$ cat config.mk
export PLATFORM = sky130hd
export DESIGN_NAME = csb_status_bank
export DESIGN_NICKNAME = d
export VERILOG_FILES = /design/src/verilog/csb_ms_tick.v /design/src/verilog/csb_stop_seq.v /design/src/verilog/csb_status_bank.v
export VERILOG_INCLUDE_DIRS = /design/src /design/src/verilog
export SDC_FILE = /design/constraint.sdc
export NUM_CORES = 1
export LEC_CHECK = 0
export BUFFER_PORTS_ARGS = -buffer_cell sky130_fd_sc_hd__buf_2
export CAP_MARGIN = 20
export CORE_ASPECT_RATIO = 0.9
export CORE_UTILIZATION = 54
export DETAILED_ROUTE_END_ITERATION = 6
export PLACE_DENSITY_LB_ADDON = 0.2
export RECOVER_POWER = 25
export SLEW_MARGIN = 20
export SYNTH_ARGS = -nofsm -noshare
export SYNTH_HDL_FRONTEND = slang
export SYNTH_SLANG_ARGS = --single-unit
$ cat constraint.sdc
create_clock -name MCLK -period 4.5 [get_ports MCLK]
set_clock_uncertainty 0.15 [all_clocks]
set_input_delay 0.675 -clock MCLK [delete_from_list [all_inputs] [get_ports MCLK]]
set_output_delay 0.675 -clock MCLK [all_outputs]
set_load 0.01 [all_outputs]
$ cat src/verilog/csb_defines.vh
`ifndef CSB_DEFINES_VH
`define CSB_DEFINES_VH
// register indices (word address = index, read over the plain port)
`define CSB_OFS_ERR_STATE 16'h1A02
`define CSB_OFS_ERR_CODE 16'h1A03
`define CSB_OFS_SUMMARY 16'h1A06
`define CSB_OFS_TORQUE_OFF 16'h1A10
`define CSB_OFS_STOP_FLAG 16'h1A11
`define CSB_OFS_ERR_FLAG 16'h1A1D
`define CSB_OFS_ACK_FLAG 16'h1A1E
`define CSB_OFS_OUT_SEL 16'h47A8
`define CSB_OFS_RAMP_TIME 16'h47E7
// summary word bit positions
`define CSB_SUM_TORQUE_OFF 0
`define CSB_SUM_STOP 1
`define CSB_SUM_ERROR 13
`define CSB_SUM_ACK 14
// fieldbus status word bit positions
`define CSB_P1_TORQUE_OFF 0
`define CSB_P1_STOP 1
`define CSB_P2_TORQUE_OFF 0
`define CSB_P2_STOP 12
// safe output selector code for the stop flag
`define CSB_OUT_SEL_STOP 8'h02
// reset values
`define CSB_OUT_SEL_RST 8'h00
`define CSB_RAMP_RST 16'h01F4
// timing: ramp unit 1 ms at 20 MHz
`define CSB_CLK_HZ 20000000
`define CSB_UNIT_MS 1
`define CSB_CYC_PER_MS (`CSB_CLK_HZ / 1000 * `CSB_UNIT_MS)
`endif

$ cat src/verilog/csb_ms_tick.v
`timescale 1ns/1ps
`include "csb_defines.vh"
// free running millisecond strobe
module csb_ms_tick #(
  parameter CYC_PER_MS = `CSB_CYC_PER_MS
) (
  input wire clk,
  input wire rst,
  output reg tick_q
);
  reg [31:0] cnt_q; // cycle counter inside one ms
  // count cycles, pulse once per ms
  always @(posedge clk or posedge rst)
  begin
    if (rst)
    begin
      cnt_q <= 32'h0000_0000;
      tick_q <= 1'b0;
    end
    else if (cnt_q == CYC_PER_MS - 1)
    begin
      cnt_q <= 32'h0000_0000;
      tick_q <= 1'b1;
    end
    else
    begin
      cnt_q <= cnt_q + 32'h0000_0001;
      tick_q <= 1'b0;
    end
  end
endmodule

$ cat src/verilog/csb_stop_seq.v
`timescale 1ns/1ps
`include "csb_defines.vh"
// stop flag plus ramp timer ending in torque removal
module csb_stop_seq (
  input wire clk,
  input wire rst,
  input wire ms_tick,
  input wire req_any,
  input wire [15:0] ramp_ms,
  output reg stop_q,
  output reg torque_off_q
);
  localparam ST_IDLE = 2'b00; // no request
  localparam ST_RAMP = 2'b01; // motor ramps down
  localparam ST_OFF = 2'b10; // torque removed
  reg [1:0] st_q;
  reg [15:0] ms_q; // elapsed ms of ramp
  // sequence: any source starts, all sources gone releases
  always @(posedge clk or posedge rst)
  begin
    if (rst)
    begin
      st_q <= ST_IDLE;
      ms_q <= 16'h0000;
      stop_q <= 1'b0;
      torque_off_q <= 1'b0;
    end
    else
    begin
      case (st_q)
        ST_IDLE:
        begin
          ms_q <= 16'h0000;
          if (req_any)
          begin
            st_q <= ST_RAMP;
            stop_q <= 1'b1;
          end
        end
        ST_RAMP:
        begin
          if (!req_any)
          begin
            st_q <= ST_IDLE;
            stop_q <= 1'b0;
          end
          else if (ms_tick)
          begin
            // the strobe runs free, so the first ms is partial: wait one
            // strobe more than the ramp so the ramp is never cut short
            if (ms_q >= ramp_ms)
            begin
              st_q <= ST_OFF;
              torque_off_q <= 1'b1;
            end
            ms_q <= ms_q + 16'h0001;
          end
        end
        ST_OFF:
        begin
          // torque stays off until every request is gone
          if (!req_any)
          begin
            st_q <= ST_IDLE;
            stop_q <= 1'b0;
            torque_off_q <= 1'b0;
          end
        end
        default:
        begin
          st_q <= ST_IDLE;
          stop_q <= 1'b0;
          torque_off_q <= 1'b0;
        end
      endcase
    end
  end
endmodule

$ cat src/verilog/csb_status_bank.v
// Strobed register access was left to the implementer.
`timescale 1ns/1ps
`include "csb_defines.vh"
// How it works
// - torque-off flag, summary bit 0
// - stop flag follows stop function, bit 1
// - stop from app, fault, or fieldbus
// - error flag mirrors any error, bit 13
// - ack-required flag pending event, bit 14
// - error state readable as 8 bits
// - error code readable as 8 bits
// - profile one word bit 0 torque-off
// - profile one word bit 1 stop
// - profile two word bit 0 torque-off
// - profile two word bit 12 stop
// - selector 02h routes stop to output
// - torque-off after ramp time elapses
module csb_status_bank (
  input wire MCLK,
  input wire RST,
  input wire [15:0] ADDR,
  input wire [31:0] WDATA,
  input wire WR,
  input wire RD,
  output reg [31:0] RDATA,
  input wire APP_STOP_REQ,
  input wire FAULT_STOP_REQ,
  input wire BUS_STOP_REQ,
  input wire ERR_PRESENT,
  input wire ACK_PENDING,
  input wire [7:0] ERR_STATE_IN,
  input wire [7:0] ERR_CODE_IN,
  output reg TORQUE_OFF,
  output reg STOP_ACTIVE,
  output reg [15:0] FIRST_SAFETY_STATUS_WORD,
  output reg [15:0] SECOND_SAFETY_STATUS_WORD,
  output reg SAFE_DOUT
);
  reg [7:0] out_sel_q; // safe output selector, software writable
  reg [15:0] ramp_q; // ramp time in ms, software writable
  reg err_q; // error-active flag
  reg ack_q; // acknowledge-required flag
  reg [7:0] err_state_q; // error state, registered each cycle
  reg [7:0] err_code_q; // error code, registered each cycle, zero without error
  reg [31:0] rdata_d; // read mux result
  wire ms_tick; // one pulse per ms
  wire stop_w; // stop flag from sequencer
  wire toff_w; // torque-off flag from sequencer
  wire req_any; // any stop source active
  wire [31:0] summary_w; // summary word image
  wire [15:0] fb1_w; // first fieldbus word image
  wire [15:0] fb2_w; // second fieldbus word image
  genvar g; // bit index of the word images

  // timing overview, counted in clock cycles:
  //   a stop source high at edge n starts the sequencer at edge n
  //   the pins and both fieldbus words follow at edge n + 1
  //   flags read over the port come straight from the sequencer, and
  //   the read data register shows a flag at the same edge as the pin
  //   dropping the last source clears both flags the same way
  //   torque-off waits one ms strobe more than the ramp setting;
  //   the strobe runs free, so this costs up to one ms of extra
  //   ramp but never shortens it
  //   error and acknowledge levels are registered once, and the
  //   summary word and the single flags read those same registers,
  //   so the two views never disagree with each other
  //   read data stand one cycle after the strobe, zero otherwise

  // any single source is enough; release needs all gone; sources are
  // plain levels, so a source that flickers low for one cycle while
  // the others are low really does end the stop
  assign req_any = APP_STOP_REQ | FAULT_STOP_REQ | BUS_STOP_REQ;

  // millisecond strobe for the ramp; free running and never
  // restarted, so a ramp always starts inside a partial millisecond
  csb_ms_tick u_tick (
    .clk(MCLK),
    .rst(RST),
    .tick_q(ms_tick)
  );

  // the sequencer owns both safety flags; everything below only
  // copies them, so no second path can set or clear a flag on its
  // own and the pins cannot drift apart from the register view
  csb_stop_seq u_seq (
    .clk(MCLK),
    .rst(RST),
    .ms_tick(ms_tick),
    .req_any(req_any),
    .ramp_ms(ramp_q),
    .stop_q(stop_w),
    .torque_off_q(toff_w)
  );

  // summary word built from the live flags; spare bits stay zero
  // because they belong to functions that this block does not hold
  function [31:0] pack_summary;
    input toff;
    input stop;
    input err;
    input ack;
    begin
      pack_summary = 32'h0000_0000;
      pack_summary[`CSB_SUM_TORQUE_OFF] = toff;
      pack_summary[`CSB_SUM_STOP] = stop;
      pack_summary[`CSB_SUM_ERROR] = err;
      pack_summary[`CSB_SUM_ACK] = ack;
    end
  endfunction

  assign summary_w = pack_summary(toff_w, stop_w, err_q, ack_q);

  // status capture; levels follow their sources each cycle
  // no latching here: a flag that software must see after the
  // source is gone has to be held upstream, not in this bank
  always @(posedge MCLK or posedge RST)
  begin
    if (RST)
    begin
      err_q <= 1'b0;
      ack_q <= 1'b0;
      err_state_q <= 8'h00;
      err_code_q <= 8'h00;
    end
    else
    begin
      err_q <= ERR_PRESENT;
      ack_q <= ACK_PENDING;
      err_state_q <= ERR_STATE_IN;
      // code only meaningful while an error stands
      if (ERR_PRESENT)
      begin
        err_code_q <= ERR_CODE_IN;
      end
      else
      begin
        err_code_q <= 8'h00;
      end
    end
  end

  // only two configuration words are writable; a write to any
  // status index is dropped silently, because status is owned by
  // hardware and software must never be able to fake a flag
  // config writes; status addresses have no write path
  always @(posedge MCLK or posedge RST)
  begin
    if (RST)
    begin
      out_sel_q <= `CSB_OUT_SEL_RST;
      ramp_q <= `CSB_RAMP_RST;
    end
    else if (WR)
    begin
      case (ADDR)
        `CSB_OFS_OUT_SEL:
        begin
          out_sel_q <= WDATA[7:0];
        end
        `CSB_OFS_RAMP_TIME:
        begin
          ramp_q <= WDATA[15:0];
        end
        default:
        begin
          // status and unmapped: write dropped
          out_sel_q <= out_sel_q;
        end
      endcase
    end
  end

  // read map, every index one word:
  //   error state and error code: eight bits, upper bits zero
  //   summary word: torque-off, stop, error and acknowledge bits
  //   single flags: one bit each, in bit 0
  //   selector and ramp time: the two writable words
  //   anything else reads zero, so probing never sees stale data
  // the decode is purely combinational; the read data register
  // below adds the one cycle of latency the port promises, and the
  // address only has to stand in the strobe cycle itself
  // read decode
  always @*
  begin
    rdata_d = 32'h0000_0000;
    case (ADDR)
      `CSB_OFS_ERR_STATE:
      begin
        rdata_d = {24'h000000, err_state_q};
      end
      `CSB_OFS_ERR_CODE:
      begin
        rdata_d = {24'h000000, err_code_q};
      end
      `CSB_OFS_SUMMARY:
      begin
        rdata_d = summary_w;
      end
      `CSB_OFS_TORQUE_OFF:
      begin
        rdata_d = {31'h0000_0000, toff_w};
      end
      `CSB_OFS_STOP_FLAG:
      begin
        rdata_d = {31'h0000_0000, stop_w};
      end
      `CSB_OFS_ERR_FLAG:
      begin
        rdata_d = {31'h0000_0000, err_q};
      end
      `CSB_OFS_ACK_FLAG:
      begin
        rdata_d = {31'h0000_0000, ack_q};
      end
      `CSB_OFS_OUT_SEL:
      begin
        rdata_d = {24'h000000, out_sel_q};
      end
      `CSB_OFS_RAMP_TIME:
      begin
        rdata_d = {16'h0000, ramp_q};
      end
      default:
      begin
        // unmapped reads zero
        rdata_d = 32'h0000_0000;
      end
    endcase
  end

  // read data stands only in the cycle after the strobe
  // zero between reads, so a stale word never looks like a fresh one
  always @(posedge MCLK or posedge RST)
  begin
    if (RST)
    begin
      RDATA <= 32'h0000_0000;
    end
    else if (RD)
    begin
      RDATA <= rdata_d;
    end
    else
    begin
      RDATA <= 32'h0000_0000;
    end
  end

  // one bit of a fieldbus word: torque-off, stop, or a spare zero
  // shared by both profiles, which differ only in the positions
  function place_bit;
    input integer pos;
    input integer toff_pos;
    input integer stop_pos;
    input toff;
    input stop;
    begin
      // spare positions belong to other functions and read low
      place_bit = 1'b0;
      if (pos == toff_pos)
      begin
        place_bit = toff;
      end
      else if (pos == stop_pos)
      begin
        place_bit = stop;
      end
    end
  endfunction

  // both profile words built bit by bit from the same two flags
  // so a position change stays a one-line edit of the defines
  generate
    for (g = 0; g < 16; g = g + 1)
    begin : g_fb_bits
      // profile one: both flags side by side at the bottom
      assign fb1_w[g] = place_bit(g, `CSB_P1_TORQUE_OFF, `CSB_P1_STOP,
        toff_w, stop_w);
      // profile two: stop flag sits far up, the gap stays low
      assign fb2_w[g] = place_bit(g, `CSB_P2_TORQUE_OFF, `CSB_P2_STOP,
        toff_w, stop_w);
    end
  endgenerate

  // pin flags, one register stage after the sequencer, so the
  // pins are glitch free whatever the sequencer does in between
  always @(posedge MCLK or posedge RST)
  begin
    if (RST)
    begin
      TORQUE_OFF <= 1'b0;
      STOP_ACTIVE <= 1'b0;
    end
    else
    begin
      TORQUE_OFF <= toff_w;
      STOP_ACTIVE <= stop_w;
    end
  end

  // profile one word, in the same stage as the pin flags
  always @(posedge MCLK or posedge RST)
  begin
    if (RST)
    begin
      FIRST_SAFETY_STATUS_WORD <= 16'h0000;
    end
    else
    begin
      FIRST_SAFETY_STATUS_WORD <= fb1_w;
    end
  end

  // profile two word, same stage, so no profile runs ahead
  always @(posedge MCLK or posedge RST)
  begin
    if (RST)
    begin
      SECOND_SAFETY_STATUS_WORD <= 16'h0000;
    end
    else
    begin
      SECOND_SAFETY_STATUS_WORD <= fb2_w;
    end
  end

  // safe output: only the stop selector code routes the flag
  // a selector change takes effect on the next edge, mid-stop too
  always @(posedge MCLK or posedge RST)
  begin
    if (RST)
    begin
      SAFE_DOUT <= 1'b0;
    end
    else if (out_sel_q == `CSB_OUT_SEL_STOP)
    begin
      SAFE_DOUT <= stop_w;
    end
    else
    begin
      // other codes select functions not built here: held low
      SAFE_DOUT <= 1'b0;
    end
  end
endmodule

==> flow_metrics.tcl <==
set metrics [dict create \
    power_density_nw_per_um2 406 \
    violations "capacitance limit, slew limit" \
    cp_top_family "simple AND/OR/NAND/NOR gates" \
    rsz0062_at_grt "no" \
    placed_cells 752 \
    gr-total-overflow 0 \
    hold_slack_ps 218 \
    async_flop_share_pct 100 \
    fin_crit_sh_pct 64.8 \
    max_stage_delay_ps 550 \
    synth_top_cell_by_area "dfrtp_1" \
    die-area_um2 11000 \
    fin_tns_setup_ps 0 \
    p_comb_share_pct 7.9 \
    setup_viol_count_final 0 \
    synth-xor-area-share_pct 5.83 \
    synth.most_common_cell "dfrtp_1" \
    path_cells "buf_2 > or3b_1 > or4_4 > nor2_4 > and2_1 > buf_4 > nand2_1 > o21ai_1" \
    initial_utilization_pct 55.7 \
    grt_usage_pct 25.0 \
    status "complete, but fails checks" \
    stdcell_count 784 \
    synth_cell_types 55 \
    yosys_most_used_dff "dfrtp_1" \
    viasPerCell 5.53 \
    cts_tree "yes" \
    seq_area_um2 2860 \
    wl_per_cell_um 15.5 \
    ys_seq_area_share_pct 50.1 \
    end_kind "register" \
    cell_internal_pwr_w 0.00205 \
    synth.area.top_cells "dfrtp_1 47%, buf_4 6.6%, ha_1 4.6%, xnor2_1 4.0%, nand2_1 3.5%" \
    synthesis.area_um2 5710 \
    postCtsSetupBuffers 0 \
    clkTransAtPathRegs_ps 50 \
    drive_gt1_share_pct 19.5 \
    cts_hold_buf 0 \
    coreArea_um2 10200 \
    preCtsSetupSlack_ps 1240 \
    synth_compound_area_share_pct 8.83 \
    synth_seq_cells 114 \
    max-slew-margin-rel_pct -28.5 \
    p_sw_share_pct 24.1 \
    synth_cells 562 \
    ys_warn_count 0 \
    grt_max_degree 45 \
    grt_pass1_wl_um 20600 \
    cp-start-kind "input pin" \
    drt_wl_total_um 12200 \
    rows 35 \
    clkLatencyLatePin_ps 410 \
    tightest_slew_ps 1920 \
    required_ps 4680 \
    hold_violations 0 \
    ir_drop_uv 373 \
    fin_ws_ps 1580 \
    drv_slew 45 \
    crit_fanout 16 \
    yosysTopAreaCellShare_pct 47.3 \
    switchingPower_w 0.000653 \
    syn_avg_cell_area_um2 10.2 \
    final_net_count 736 \
    critPathArrivalTime_ps 3090 \
    drt_iter0_markers 323 \
    power_frac_seq_pct 39.5 \
    io_pins 140 \
    place_congestion 0.857 \
    leakagePower_nw 3.26 \
    path_buf_inv 2 \
    fillCellCount 800 \
    diodes 0 \
    clock-sinks 114 \
    clockBufferDepth 2 \
    antenna_found_initial 0 \
    firstDrtPassIters 5 \
    min_path_type "input pin to register" \
    synthMuxAreaShare_pct 1.97 \
    port-buffer-count 79 \
    fp.dieH_um 99.5 \
    cts-root-buf "clkbuf_16" \
    cts_max_level 4 \
    critPathKind "input pin to register" \
    synth_fa_ha_area_share_pct 4.60 \
    pwr-share-clk_pct 52.6 \
    cap_violations 1 \
    multi_input_area_um2 2490 \
    syn_to_final_growth_pct 16.5 \
    grt_pass1_vias 4265 \
    vias 4338 \
    synth_common_cells "108 x dfrtp_1, 53 x nand2_1, 50 x buf_4" \
    synthSimpleGateAreaFrac_pct 19.5 \
    post_cts_resized 0 \
    dpl.hpwl_um 8620 \
    drtAntennaViolNets 0 \
    cp_slowest_cell "or4_4" \
    fmax_mhz 343 \
    synth-edff-count 0 \
    fin_crit_ps 2920 \
    die_w_um 110 \
    synth_top_family_by_area "simple AND/OR/NAND/NOR gates" \
    remaining_drc_errors 0 \
    cts_buffers 17 \
]
cells by family (layout without fill, tap and decap cells):
logic type	count (synthesis)	after routing
and+or+nand+nor	208	208
DFF	114	114
buffers and inverters	88	138
AOI/OAI and AO/OA	82	82
xor gates and xnor gates	38	38
adders and majority gates	21	21
muxes	10	10
other	1	44
cell usage in the layout (no fill, tap or decap), drive strengths merged, types with 3 or more instances in the layout:
master / n
dfrtp: 108
buf: 82
nand2: 54
conb: 44
nor2: 38
o21ai: 32
xnor2: 26
inv: 26
a21oi: 25
nand3: 23
ha: 21
clkbuf: 18
and3: 17
nand4: 13
xor2: 12
mux2: 10
nor3: 10
or3: 9
and2: 9
nor4: 6
a222oi: 6
dfstp: 6
clkinv: 6
and4: 4
nor2b: 4
a22oi: 4
bufinv: 4
or4: 4
nand3b: 3
nand2b: 3
final timing paths:
kind	start	to	slack, ps	cells after the start
worst min register to register	u_tick.cnt_q[4]$_DFF_PP0_	u_tick.cnt_q[4]$_DFF_PP0_	320	1
max in group asynchronous	RST	ramp_q[8]$_DFFE_PP1P_	2360	3
min in group asynchronous	RST	RDATA[4]$_DFF_PP0_	600	2
worst min-delay path	ERR_STATE_IN[4]	err_state_q[4]$_DFF_PP0_	220	1
worst max register to register	ramp_q[8]$_DFFE_PP1P_	u_seq.st_q[1]$_DFFE_PP0P_	1750	8
worst max-delay path	ADDR[13]	ramp_q[12]$_DFFE_PP0P_	1580	8
cell type report:
cell class	count	share of cell area, %
Timing Repair Buffer	83	6.38
Clock buffer	17	6.40
Clock inverter	15	3.07
Inverter	23	1.32
Tap cell	129	2.43
Sequential cell	114	43.0
Multi-Input combinational cell	403	37.4
through the flow:
stage          instance area [um2]  util (%)  power (W)
4_1_cts                       6650      64.9    0.00273
3_5_place_dp                  6020      58.8    0.00130
5_1_grt                       6650      64.9    0.00281
3_3_place_gp                  6020      58.8    0.00129
6_report                      6650      64.9    0.00270
2_1_floorplan                 5870         -    0.00125
sequential cells by signal, summed over array words and instances (netlist names):
signal / count
u_seq.stop_q: 1
out_sel_q: 8
ramp_q: 16
u_seq.ms_q: 16
u_tick.cnt_q: 32
STOP_ACTIVE: 1
ack_q: 1
err_code_q: 8
FIRST_SAFETY_STATUS_WORD: 1
u_seq.torque_off_q: 1
u_tick.tick_q: 1
err_state_q: 8
err_q: 1
SAFE_DOUT: 1
u_seq.st_q: 2
RDATA: 16
worst register-to-register path, cell delays in order (launching register included):
cell and delay [ps]:
dfstp_2 530, inv_1 60, ha_1 280, nand4_1 160, or4_1 530, or4_1 480, a31oi_2 270, nor2_1 70
nor3_2 140
routing by layer:
layer	vias up	GRT usage [%]	routed length, um
met5	-	0	0
met4	0	9.62	227
met3	20	7.14	689
met2	165	39.6	5980
met1	2111	32.5	5260
li1	2042	-	-
power by group through the flow:
| stage | clock network (W) | logic (W) | registers (W) |
|---|---|---|---|
| after floorplan | 0 | 0.000171 | 0.00108 |
| after global placement | 0 | 0.000208 | 0.00108 |
| after detailed placement | 0 | 0.000215 | 0.00108 |
| after CTS | 0.00145 | 0.000216 | 0.00107 |
| after global routing | 0.00150 | 0.000241 | 0.00107 |
| final | 0.00142 | 0.000215 | 0.00107 |
Power figures use the tool's default switching activity.
